===== config.mk =====
export PLATFORM = sky130hd
export DESIGN_NAME = sfspr_status_regs
export DESIGN_NICKNAME = d
export VERILOG_FILES = /design/src/verilog/sfspr_status_regs.v
export VERILOG_INCLUDE_DIRS = /design/src /design/src/verilog
export SDC_FILE = /design/constraint.sdc
export NUM_CORES = 1
export LEC_CHECK = 0
export ABC_AREA = 1
export BUFFER_PORTS_ARGS = -buffer_cell sky130_fd_sc_hd__buf_4
export CORE_ASPECT_RATIO = 1.5
export CORE_MARGIN = 10
export CORE_UTILIZATION = 30
export DETAILED_ROUTE_END_ITERATION = 8
export SLEW_MARGIN = 20
export SYNTH_ARGS = -nofsm -noshare
export SYNTH_HDL_FRONTEND = slang
export SYNTH_SLANG_ARGS = --single-unit

===== constraint.sdc =====
create_clock -name CLK -period 3.2 [get_ports CLK]
set_clock_uncertainty 0.2 [all_clocks]
set_input_delay 0.64 -clock CLK [delete_from_list [all_inputs] [get_ports CLK]]
set_output_delay 0.64 -clock CLK [all_outputs]
set_load 0.03 [all_outputs]

===== src/verilog/sfspr_defs.vh =====
// Purpose: constants for the serial flash status and protection block
// Assumes: included by its bare name from the block's design file
// Notes:   opcodes are 8 bits, status fields are bit positions
`ifndef SFSPR_DEFS_VH
`define SFSPR_DEFS_VH

`define SFSPR_READ_STATUS_ONE_CMD     8'h05
`define SFSPR_READ_STATUS_TWO_CMD_A   8'h09
`define SFSPR_READ_STATUS_TWO_CMD_B   8'h35
`define SFSPR_READ_STATUS_THREE_CMD_A 8'h95
`define SFSPR_READ_STATUS_THREE_CMD_B 8'h15
`define SFSPR_WRITE_LATCH_SET_CMD     8'h06
`define SFSPR_WRITE_LATCH_CLR_CMD     8'h04
`define SFSPR_STATUS_WRITE_CMD        8'h01
`define SFSPR_STATUS_TWO_WRITE_CMD    8'h31
`define SFSPR_PAGE_PROGRAM_CMD        8'h02
`define SFSPR_QUAD_PAGE_PROGRAM_CMD   8'h32
`define SFSPR_SECTOR_ERASE_CMD        8'h20
`define SFSPR_HALF_BLOCK_ERASE_CMD    8'h52
`define SFSPR_BLOCK_ERASE_CMD         8'hD8
`define SFSPR_CHIP_ERASE_CMD_A        8'hC7
`define SFSPR_CHIP_ERASE_CMD_B        8'h60
`define SFSPR_SUSPEND_CMD             8'h75
`define SFSPR_RESUME_CMD              8'h7A

// first status byte
`define SFSPR_SR1_LOCK   7
`define SFSPR_SR1_GRAN   6
`define SFSPR_SR1_TOPBOT 5
`define SFSPR_SR1_BP_HI  4
`define SFSPR_SR1_BP_LO  2
`define SFSPR_SR1_LATCH  1
`define SFSPR_SR1_BUSY   0
// second status byte
`define SFSPR_ST2_ESUS   7
`define SFSPR_ST2_COMPL  6
`define SFSPR_ST2_SEC_HI 5
`define SFSPR_ST2_SEC_LO 3
`define SFSPR_ST2_PSUS   2
`define SFSPR_ST2_QUAD   1

`define SFSPR_RESET_BYTE 8'h00
`define SFSPR_BLOCK_SHIFT  16
`define SFSPR_SECTOR_SHIFT 12

// write cycle kinds reported on OP_KIND, status write and array operations
`define SFSPR_OP_STATUS  3'h0
`define SFSPR_OP_PROGRAM 3'h1
`define SFSPR_OP_SECTOR  3'h2
`define SFSPR_OP_HALF    3'h3
`define SFSPR_OP_BLOCK   3'h4
`define SFSPR_OP_CHIP    3'h5

`endif


===== src/verilog/sfspr_status_regs.v =====
// Purpose: status/protection registers of a serial flash behind its SPI pins
// Assumes: SPI mode 0, SCLK well below CLK/4, all pins asynchronous
// Notes:   self-timed cycles are modelled by a cycle counter
//
// Overview of operation
// - first status byte readable anytime, even busy
// - byte one: lock,gran,topbot,protect[2:0],latch,busy
// - busy high exactly while a write cycle runs
// - clear write latch refuses writes, program, erase
// - lock with protect pin low freezes status
// - otherwise status stays writable
// - top/bottom picks protected end, default top
// - granularity bit selects sector or block units
// - protected region refuses program and erase
// - chip erase needs nothing protected, erase lock clear
// - second byte readable by both opcodes anytime
// - byte two: esus,complement,locks[2:0],psus,quad,zero
// - reserved lowest bit reads zero
// - erase suspend flag set on suspend, clear resume
// - program suspend flag set on suspend, clear resume
// - complement bit inverts protected region
// - security locks one-time set, later writes cannot clear them
// - quad enable disables protect and hold pins
// - volatile bits reset to zero
// - third byte readable by both opcodes anytime
// - status shifted out most significant first
// - write latch cleared when write cycle completes
`timescale 1ns/1ps
`default_nettype none
`include "sfspr_defs.vh"

module sfspr_status_regs #(
   parameter integer CYCLE_CLKS = 5000,
   parameter integer ADDR_BITS  = 21
) (
   input  wire        CLK,
   input  wire        RSTN,
   input  wire        CE,
   input  wire        SCLK,
   input  wire        CS_N,
   input  wire        DI,
   input  wire        WP_N,
   input  wire        ERASE_BLOCK_LOCK,
   output reg         DO,
   output wire        DO_OE,
   output wire        PIN_FUNC_EN,
   output reg         OP_START,
   output reg  [2:0]  OP_KIND,
   output reg  [23:0] OP_ADDR
);

   reg  [1:0]  sclk_s, cs_s, di_s, wp_s;
   reg         sclk_d, cs_d;
   reg  [5:0]  bit_cnt;
   reg  [31:0] shift_in;
   reg  [7:0]  opcode;
   reg  [2:0]  rd_idx;
   reg         rd_act;
   reg  [7:0]  sr1;
   reg  [7:0]  stat_two;
   reg  [23:0] addr_q;
   reg  [31:0] timer;
   reg  [2:0]  cur_kind;
   reg  [7:0]  pend1, pend2;
   reg         pend2_ok;

   wire sclk_rise = sclk_s[1] & ~sclk_d;
   wire sclk_fall = ~sclk_s[1] & sclk_d;
   wire cs_rise   = cs_s[1] & ~cs_d;
   wire selected  = ~cs_s[1];
   wire busy      = sr1[`SFSPR_SR1_BUSY];
   wire latch     = sr1[`SFSPR_SR1_LATCH];
   wire [2:0] bp  = sr1[`SFSPR_SR1_BP_HI:`SFSPR_SR1_BP_LO];
   wire compl_bit = stat_two[`SFSPR_ST2_COMPL];
   wire quad_en   = stat_two[`SFSPR_ST2_QUAD];
   // with quad enable set the protect pin is ignored, reads as high
   wire wp_low    = ~wp_s[1] & ~quad_en;
   wire hw_prot   = sr1[`SFSPR_SR1_LOCK] & wp_low;
   wire [7:0] sr3 = {6'h00, sr1[`SFSPR_SR1_LATCH], sr1[`SFSPR_SR1_BUSY]};
   wire [23:0] addr = addr_q;
   wire [7:0] last_op = (bit_cnt == 6'd8) ? shift_in[7:0] : opcode;

   assign PIN_FUNC_EN = ~quad_en;
   assign DO_OE       = rd_act & selected;

   // protected test for one address; table kept to the plain power-of-two
   // form so that the effect of each field stays visible
   function prot_hit;
      input [23:0] a;
      input [7:0]  s1;
      input        c;
      reg   [11:0] idx;
      reg   [11:0] rel;
      reg   [11:0] last;
      reg   [11:0] n;
      reg          base;
      begin
         if (s1[`SFSPR_SR1_GRAN]) begin
            idx  = a[`SFSPR_SECTOR_SHIFT +: 12];
            last = 12'hFFF >> (12 - (ADDR_BITS - `SFSPR_SECTOR_SHIFT));
         end else begin
            idx  = {8'h00, a[`SFSPR_BLOCK_SHIFT +: 4]} |
                   {7'h00, a[20], 4'h0};
            last = 12'hFFF >> (12 - (ADDR_BITS - `SFSPR_BLOCK_SHIFT));
         end
         idx  = idx & last;
         rel  = s1[`SFSPR_SR1_TOPBOT] ? idx : (last - idx);
         n    = 12'h001 << (s1[4:2] - 3'd1);
         if (s1[4:2] == 3'd0)
            base = 1'b0;
         else if (s1[4:2] == 3'd7)
            base = 1'b1;
         else
            base = (rel < n);
         prot_hit = base ^ c;
      end
   endfunction

   wire addr_prot = prot_hit(addr, sr1, compl_bit);
   wire none_prot = compl_bit ? (bp == 3'd7) : (bp == 3'd0);
   wire write_ok  = latch & ~busy;
   wire is_prog   = (opcode == `SFSPR_PAGE_PROGRAM_CMD) |
                    (opcode == `SFSPR_QUAD_PAGE_PROGRAM_CMD);
   wire is_erase  = (opcode == `SFSPR_SECTOR_ERASE_CMD) |
                    (opcode == `SFSPR_HALF_BLOCK_ERASE_CMD) |
                    (opcode == `SFSPR_BLOCK_ERASE_CMD);
   wire is_chip   = (opcode == `SFSPR_CHIP_ERASE_CMD_A) |
                    (opcode == `SFSPR_CHIP_ERASE_CMD_B);

   reg [2:0] erase_kind;
   always @* begin
      case (opcode)
         `SFSPR_SECTOR_ERASE_CMD:     erase_kind = `SFSPR_OP_SECTOR;
         `SFSPR_HALF_BLOCK_ERASE_CMD: erase_kind = `SFSPR_OP_HALF;
         default:                     erase_kind = `SFSPR_OP_BLOCK;
      endcase
   end

   reg [7:0] rd_byte;
   always @* begin
      case (opcode)
         `SFSPR_READ_STATUS_ONE_CMD:     rd_byte = sr1;
         `SFSPR_READ_STATUS_TWO_CMD_A,
         `SFSPR_READ_STATUS_TWO_CMD_B:
            rd_byte = {stat_two[7:1], 1'b0};
         `SFSPR_READ_STATUS_THREE_CMD_A,
         `SFSPR_READ_STATUS_THREE_CMD_B: rd_byte = sr3;
         default:                        rd_byte = 8'h00;
      endcase
   end

   wire is_read = (last_op == `SFSPR_READ_STATUS_ONE_CMD) |
                  (last_op == `SFSPR_READ_STATUS_TWO_CMD_A) |
                  (last_op == `SFSPR_READ_STATUS_TWO_CMD_B) |
                  (last_op == `SFSPR_READ_STATUS_THREE_CMD_A) |
                  (last_op == `SFSPR_READ_STATUS_THREE_CMD_B);

   // serial and protect pins come from outside: two flops before anything reads them; ERASE_BLOCK_LOCK is used unsynchronised
   always @(posedge CLK or negedge RSTN) begin
      if (!RSTN) begin
         sclk_s <= 2'b00;
         cs_s   <= 2'b11;
         di_s   <= 2'b00;
         wp_s   <= 2'b11;
         sclk_d <= 1'b0;
         cs_d   <= 1'b1;
      end else if (CE) begin
         sclk_s <= {sclk_s[0], SCLK};
         cs_s   <= {cs_s[0], CS_N};
         di_s   <= {di_s[0], DI};
         wp_s   <= {wp_s[0], WP_N};
         sclk_d <= sclk_s[1];
         cs_d   <= cs_s[1];
      end
   end

   // serial front end: sample on rising edge, shift out on falling edge
   always @(posedge CLK or negedge RSTN) begin
      if (!RSTN) begin
         bit_cnt  <= 6'd0;
         shift_in <= 32'h0000_0000;
         opcode   <= 8'h00;
         addr_q   <= 24'h000000;
         rd_act   <= 1'b0;
         rd_idx   <= 3'd0;
         DO       <= 1'b0;
      end else if (CE) begin
         if (!selected) begin
            bit_cnt <= 6'd0;
            rd_act  <= 1'b0;
            rd_idx  <= 3'd0;
         end else begin
            if (sclk_rise) begin
               shift_in <= {shift_in[30:0], di_s[1]};
               if (bit_cnt != 6'h3F)
                  bit_cnt <= bit_cnt + 6'd1;
               if (bit_cnt == 6'd7)
                  opcode <= {shift_in[6:0], di_s[1]};
               if (bit_cnt == 6'd31)
                  addr_q <= {shift_in[22:0], di_s[1]};
            end
            if (bit_cnt == 6'd8 && !rd_act && is_read) begin
               rd_act <= 1'b1;
               opcode <= shift_in[7:0];
            end
            if (sclk_fall && rd_act) begin
               DO     <= rd_byte[~rd_idx];
               rd_idx <= rd_idx + 3'd1;
            end
         end
      end
   end

   // command execution at select release, and the self-timed cycle
   always @(posedge CLK or negedge RSTN) begin
      if (!RSTN) begin
         sr1      <= `SFSPR_RESET_BYTE;
         stat_two <= `SFSPR_RESET_BYTE;
         timer    <= 32'd0;
         cur_kind <= `SFSPR_OP_STATUS;
         pend1    <= 8'h00;
         pend2    <= 8'h00;
         pend2_ok <= 1'b0;
         OP_START <= 1'b0;
         OP_KIND  <= `SFSPR_OP_STATUS;
         OP_ADDR  <= 24'h000000;
      end else if (CE) begin
         OP_START <= 1'b0;
         if (busy) begin
            if (timer == 32'd0) begin
               sr1[`SFSPR_SR1_BUSY] <= 1'b0;
               sr1[`SFSPR_SR1_LATCH] <= 1'b0;
               if (cur_kind == `SFSPR_OP_STATUS) begin
                  sr1[7:2] <= pend1[7:2];
                  if (pend2_ok) begin
                     stat_two[`SFSPR_ST2_COMPL] <= pend2[`SFSPR_ST2_COMPL];
                     stat_two[`SFSPR_ST2_QUAD]  <= pend2[`SFSPR_ST2_QUAD];
                     // locks only ever go from 0 to 1
                     stat_two[5:3] <= stat_two[5:3] | pend2[5:3];
                  end
               end
            end else begin
               timer <= timer - 32'd1;
            end
         end
         if (cs_rise) begin
            case (opcode)
               `SFSPR_WRITE_LATCH_SET_CMD:
                  if (!busy && bit_cnt == 6'd8)
                     sr1[`SFSPR_SR1_LATCH] <= 1'b1;
               `SFSPR_WRITE_LATCH_CLR_CMD:
                  if (!busy && bit_cnt == 6'd8)
                     sr1[`SFSPR_SR1_LATCH] <= 1'b0;
               `SFSPR_STATUS_WRITE_CMD,
               `SFSPR_STATUS_TWO_WRITE_CMD:
                  if (write_ok && !hw_prot &&
                      (bit_cnt == 6'd16 ||
                       (opcode == `SFSPR_STATUS_WRITE_CMD &&
                        (bit_cnt == 6'd24 || bit_cnt == 6'd32)))) begin
                     sr1[`SFSPR_SR1_BUSY] <= 1'b1;
                     timer    <= CYCLE_CLKS - 1;
                     cur_kind <= `SFSPR_OP_STATUS;
                     OP_START <= 1'b1;
                     OP_KIND  <= `SFSPR_OP_STATUS;
                     if (opcode == `SFSPR_STATUS_TWO_WRITE_CMD) begin
                        pend1    <= sr1;
                        pend2    <= shift_in[7:0];
                        pend2_ok <= 1'b1;
                     end else if (bit_cnt == 6'd16) begin
                        pend1    <= shift_in[7:0];
                        pend2_ok <= 1'b0;
                     end else if (bit_cnt == 6'd24) begin
                        pend1    <= shift_in[15:8];
                        pend2    <= shift_in[7:0];
                        pend2_ok <= 1'b1;
                     end else begin
                        pend1    <= shift_in[23:16];
                        pend2    <= shift_in[15:8];
                        pend2_ok <= 1'b1;
                     end
                  end
               `SFSPR_SUSPEND_CMD:
                  if (busy && timer != 32'd0 &&
                      cur_kind != `SFSPR_OP_STATUS && bit_cnt == 6'd8) begin
                     sr1[`SFSPR_SR1_BUSY] <= 1'b0;
                     if (cur_kind == `SFSPR_OP_PROGRAM)
                        stat_two[`SFSPR_ST2_PSUS] <= 1'b1;
                     else
                        stat_two[`SFSPR_ST2_ESUS] <= 1'b1;
                  end
               `SFSPR_RESUME_CMD:
                  if (!busy && bit_cnt == 6'd8 &&
                      (stat_two[`SFSPR_ST2_PSUS] |
                       stat_two[`SFSPR_ST2_ESUS])) begin
                     sr1[`SFSPR_SR1_BUSY] <= 1'b1;
                     stat_two[`SFSPR_ST2_PSUS] <= 1'b0;
                     stat_two[`SFSPR_ST2_ESUS] <= 1'b0;
                  end
               default: begin
                  if (is_prog && write_ok && bit_cnt >= 6'd40 &&
                      bit_cnt[2:0] == 3'd0 && !addr_prot) begin
                     sr1[`SFSPR_SR1_BUSY] <= 1'b1;
                     timer    <= CYCLE_CLKS - 1;
                     cur_kind <= `SFSPR_OP_PROGRAM;
                     OP_START <= 1'b1;
                     OP_KIND  <= `SFSPR_OP_PROGRAM;
                     OP_ADDR  <= addr;
                  end
                  if (is_erase && write_ok && bit_cnt == 6'd32 &&
                      !addr_prot) begin
                     sr1[`SFSPR_SR1_BUSY] <= 1'b1;
                     timer    <= CYCLE_CLKS - 1;
                     cur_kind <= erase_kind;
                     OP_START <= 1'b1;
                     OP_KIND  <= erase_kind;
                     OP_ADDR  <= addr;
                  end
                  if (is_chip && write_ok && bit_cnt == 6'd8 &&
                      none_prot && !ERASE_BLOCK_LOCK) begin
                     sr1[`SFSPR_SR1_BUSY] <= 1'b1;
                     timer    <= CYCLE_CLKS - 1;
                     cur_kind <= `SFSPR_OP_CHIP;
                     OP_START <= 1'b1;
                     OP_KIND  <= `SFSPR_OP_CHIP;
                     OP_ADDR  <= 24'h000000;
                  end
               end
            endcase
         end
      end
   end

endmodule

`default_nettype wire

==> results.json <==
{
  "first_pass_iters": 5,
  "fin_setup_tns_ps": 0,
  "wl_met3_um": 595,
  "critPathBufInv": 1,
  "ir_worst_vdd_uv": 295,
  "nets": 1187,
  "clk_path_buf_depth": 2,
  "clock_sinks": 164,
  "routedWlPerCell_um": 15.5,
  "vias": 7346,
  "rows": 76,
  "postRouteAntennaNets": 0,
  "max_stage_delay_ps": 630,
  "syn_avg_cell_area_um2": 7.81,
  "worst_slew_pin_slew_ps": 724,
  "worst_path_max_delay_cell": "dfrtp_1",
  "postLayoutCellArea_um2": 10200,
  "dr_wl_met2_um": 13300,
  "diodes": 0,
  "crit_path_start": "sr1[6]$_DFFE_PN0P_",
  "grt_max_degree": 65,
  "place_area_um2": 9530,
  "cts_buffers": 17,
  "finalHoldViolations": 0,
  "cts_setup_buffers": 0,
  "r2r-start": "sr1[6]$_DFFE_PN0P_",
  "rsz0062_at_grt": "no",
  "internal_power_w": 0.00416,
  "max_freq_mhz": 345,
  "clk_pin_slew_ps": 70,
  "cap_violations": 0,
  "worstSetupPathType": "flip-flop to flip-flop",
  "p_leak_nw": 4.79,
  "syn-num-nets": 1143,
  "cts_tree": "yes",
  "root_buffer": "clkbuf_16",
  "initial_core_util_pct": 30.5,
  "cp-end-kind": "flip-flop",
  "grt_pass1_vias": 7256,
  "drive_above_1_share_pct": 12.9,
  "hold_start": "SCLK",
  "final_cell_mix": "302 x nand2_1, 159 x dfrtp_1, 134 x inv_1, 134 x o21ai_0, 83 x nor2_1",
  "ys_types": 45,
  "fillers": 3064,
  "final_max_slew_viol_count": 0,
  "antenna_found_initial": 0,
  "post-dp-hpwl_um": 18500,
  "switchingPower_w": 0.00226,
  "die_area_um2": 36500,
  "place.gp.congestion": 0.914,
  "htreeDepth": 4,
  "drt_iter0_drc": 415,
  "swShare_pct": 35.2,
  "design.portCount": 39,
  "synth-edff-count": 0,
  "hp-class": "input port to flip-flop",
  "synth-async-reset-ratio_pct": 100,
  "grtUsageTotal_pct": 13.6,
  "yosysWarningCount": 0,
  "status": "finished, final reports clean",
  "finalCritPeriodShare_pct": 90.5,
  "power_density_nw_per_um2": 630,
  "synth_seq_area_share_pct": 47.0,
  "crit_path_max_fanout": 24,
  "start_kind": "flip-flop",
  "critPathTopFamily": "simple AND/OR/NAND/NOR gates",
  "overflow": 0,
  "synthCells": 1120,
  "pwr-share-comb_pct": 22.7,
  "power_frac_clock_pct": 34.3,
  "cpMostUsedCell": "nand2_1",
  "top_layer": "met4",
  "core_area_um2": 28700,
  "routed_wl_um": 24400,
  "post-route-drc-count": 0,
  "place.port_buffers": 38,
  "ys_ff_latch": 164,
  "die_h_um": 229,
  "synth_top_flop_cell": "dfrtp_1",
  "crit_chain": "o21ai_0, a21oi_1, ha_1, a21oi_1, nand3_1, a211oi_1, nand2_1, nand2_1, nand2_1, nand3_4, nand2_4, buf_6, nand3_1, nand2_1",
  "worstPathArrival_ps": 3040,
  "power_frac_seq_pct": 43.0,
  "syn-cell-area_um2": 8750,
  "relSlewSlack_pct": 51.4,
  "clkLatencyLatePin_ps": 460,
  "required_ps": 3340,
  "setup_viol": 0,
  "period_minus_slack_ps": 2900,
  "avgViaCountPerCell": 4.69,
  "areaGrowthSynthToFinish_pct": 16.5,
  "wl_met1_um": 9310,
  "dieWidth_um": 159,
  "grt_pass1_wl_um": 39500,
  "mostFrequentLayoutCell": "nand2_1"
}
-- synth_stat cells, types with 19 or more instances --
library cell,instances,area (um^2)
nor2_1,84,315
a21oi_1,19,95.1
nand3b_1,21,158
inv_1,134,503
nand4_1,21,131
clkbuf_1,22,82.6
nand3_1,56,280
dfrtp_1,159,3980
o21ai_0,134,671
nor2_2,26,163
nand2_1,302,1130
xor2_1,19,166
-- registers in the layout, summed over array words and instances, names as in the netlist, 2 cells and up --
signal    flops
bit_cnt       6
di_s          2
pend1         6
cs_s          2
addr         24
shift_in     24
wp_s          2
cur_kind      3
rd_idx        3
sr1           8
timer        32
pend2         5
OP_ADDR      24
opcode        8
sclk_s        2
stat_two      5
-- through the flow --
| stage | worst slack, ps | hold WS (ps) | util, % | power [W] | cells |
|---|---|---|---|---|---|
| after floorplan | 340 | 144 | - | 0.00375 | 1120 |
| final | 304 | 181 | 35.5 | 0.00642 | 1567 |
| after CTS | 149 | 166 | 35.4 | 0.00648 | 1567 |
| after global routing | 46.6 | 184 | 35.5 | 0.00681 | 1567 |
| after detailed placement | 178 | 253 | 33.2 | 0.00425 | 1534 |
| after global placement | 296 | 249 | 33.2 | 0.00423 | 1534 |
-- power groups by stage --
| stage | clock, W | sequential [W] | combinational (W) |
|---|---|---|---|
| after floorplan | 0 | 0.00269 | 0.00105 |
| after global placement | 0 | 0.00279 | 0.00144 |
| after detailed placement | 0 | 0.00279 | 0.00146 |
| after CTS | 0.00225 | 0.00276 | 0.00148 |
| after global routing | 0.00232 | 0.00281 | 0.00167 |
| final | 0.00220 | 0.00276 | 0.00146 |
-- layer usage --
metal | track usage, % | up-vias
met3 | 1.99 | 49
met4 | 7.98 | 0
met1 | 14.0 | 3471
met5 | 0 | -
li1 | - | 3688
met2 | 25.4 | 138
-- path summary, 6_finish.rpt --
path	endpoint	slack, ps	cells past startpoint
max in group asynchronous	wp_s[0]$_DFFE_PN1P_	1490	3
min in group asynchronous	OP_ADDR[0]$_DFFE_PN0P_	550	2
setup / recovery	OP_ADDR[12]$_DFFE_PN0P_	300	14
setup reg to reg	OP_ADDR[12]$_DFFE_PN0P_	300	14
hold / removal	sclk_s[0]$_DFFE_PN0P_	180	3
hold reg to reg	cs_s[0]$_DFFE_PN1P_	260	2
-- cell type report --
| type | count | area (um^2) | share of cell area [%] |
|---|---|---|---|
| Sequential cell | 164 | 4110 | 40.3 |
| Multi-Input combinational cell | 778 | 3940 | 38.6 |
| Inverter | 141 | 529 | 5.20 |
| Timing Repair Buffer | 62 | 500 | 4.91 |
| Tap cell | 390 | 488 | 4.79 |
| Clock buffer | 18 | 429 | 4.21 |
| Clock inverter | 14 | 195 | 1.92 |
-- worst register-to-register path, stage by stage (launching register included) --
cell and delay (ps):
dfrtp_1 630, o21ai_0 160, a21oi_1 170, ha_1 280
a21oi_1 170, nand3_1 80, a211oi_1 200, nand2_1 110
nand2_1 70, nand2_1 130, nand3_4 130, nand2_4 90
buf_6 190, nand3_1 100, nand2_1 70
-- cells by family after synthesis --
family | count (synthesis) | share of synthesized area, %
buf+inv | 178 | 8.27
flops | 164 | 47.0
compound gates | 186 | 11.5
xor+xnor | 29 | 2.90
simple gates | 546 | 27.9
mux | 2 | 0.257
fa+ha+maj | 15 | 2.15
-- timing repair --
action | in CTS | in global routing
setup endpoints to repair | 0 | 37
hold buffers | 1 | 0
gates resized for setup | 0 | 4
endpoints found under the hold margin | 29 | 0
Power figures use the tool's default switching activity.
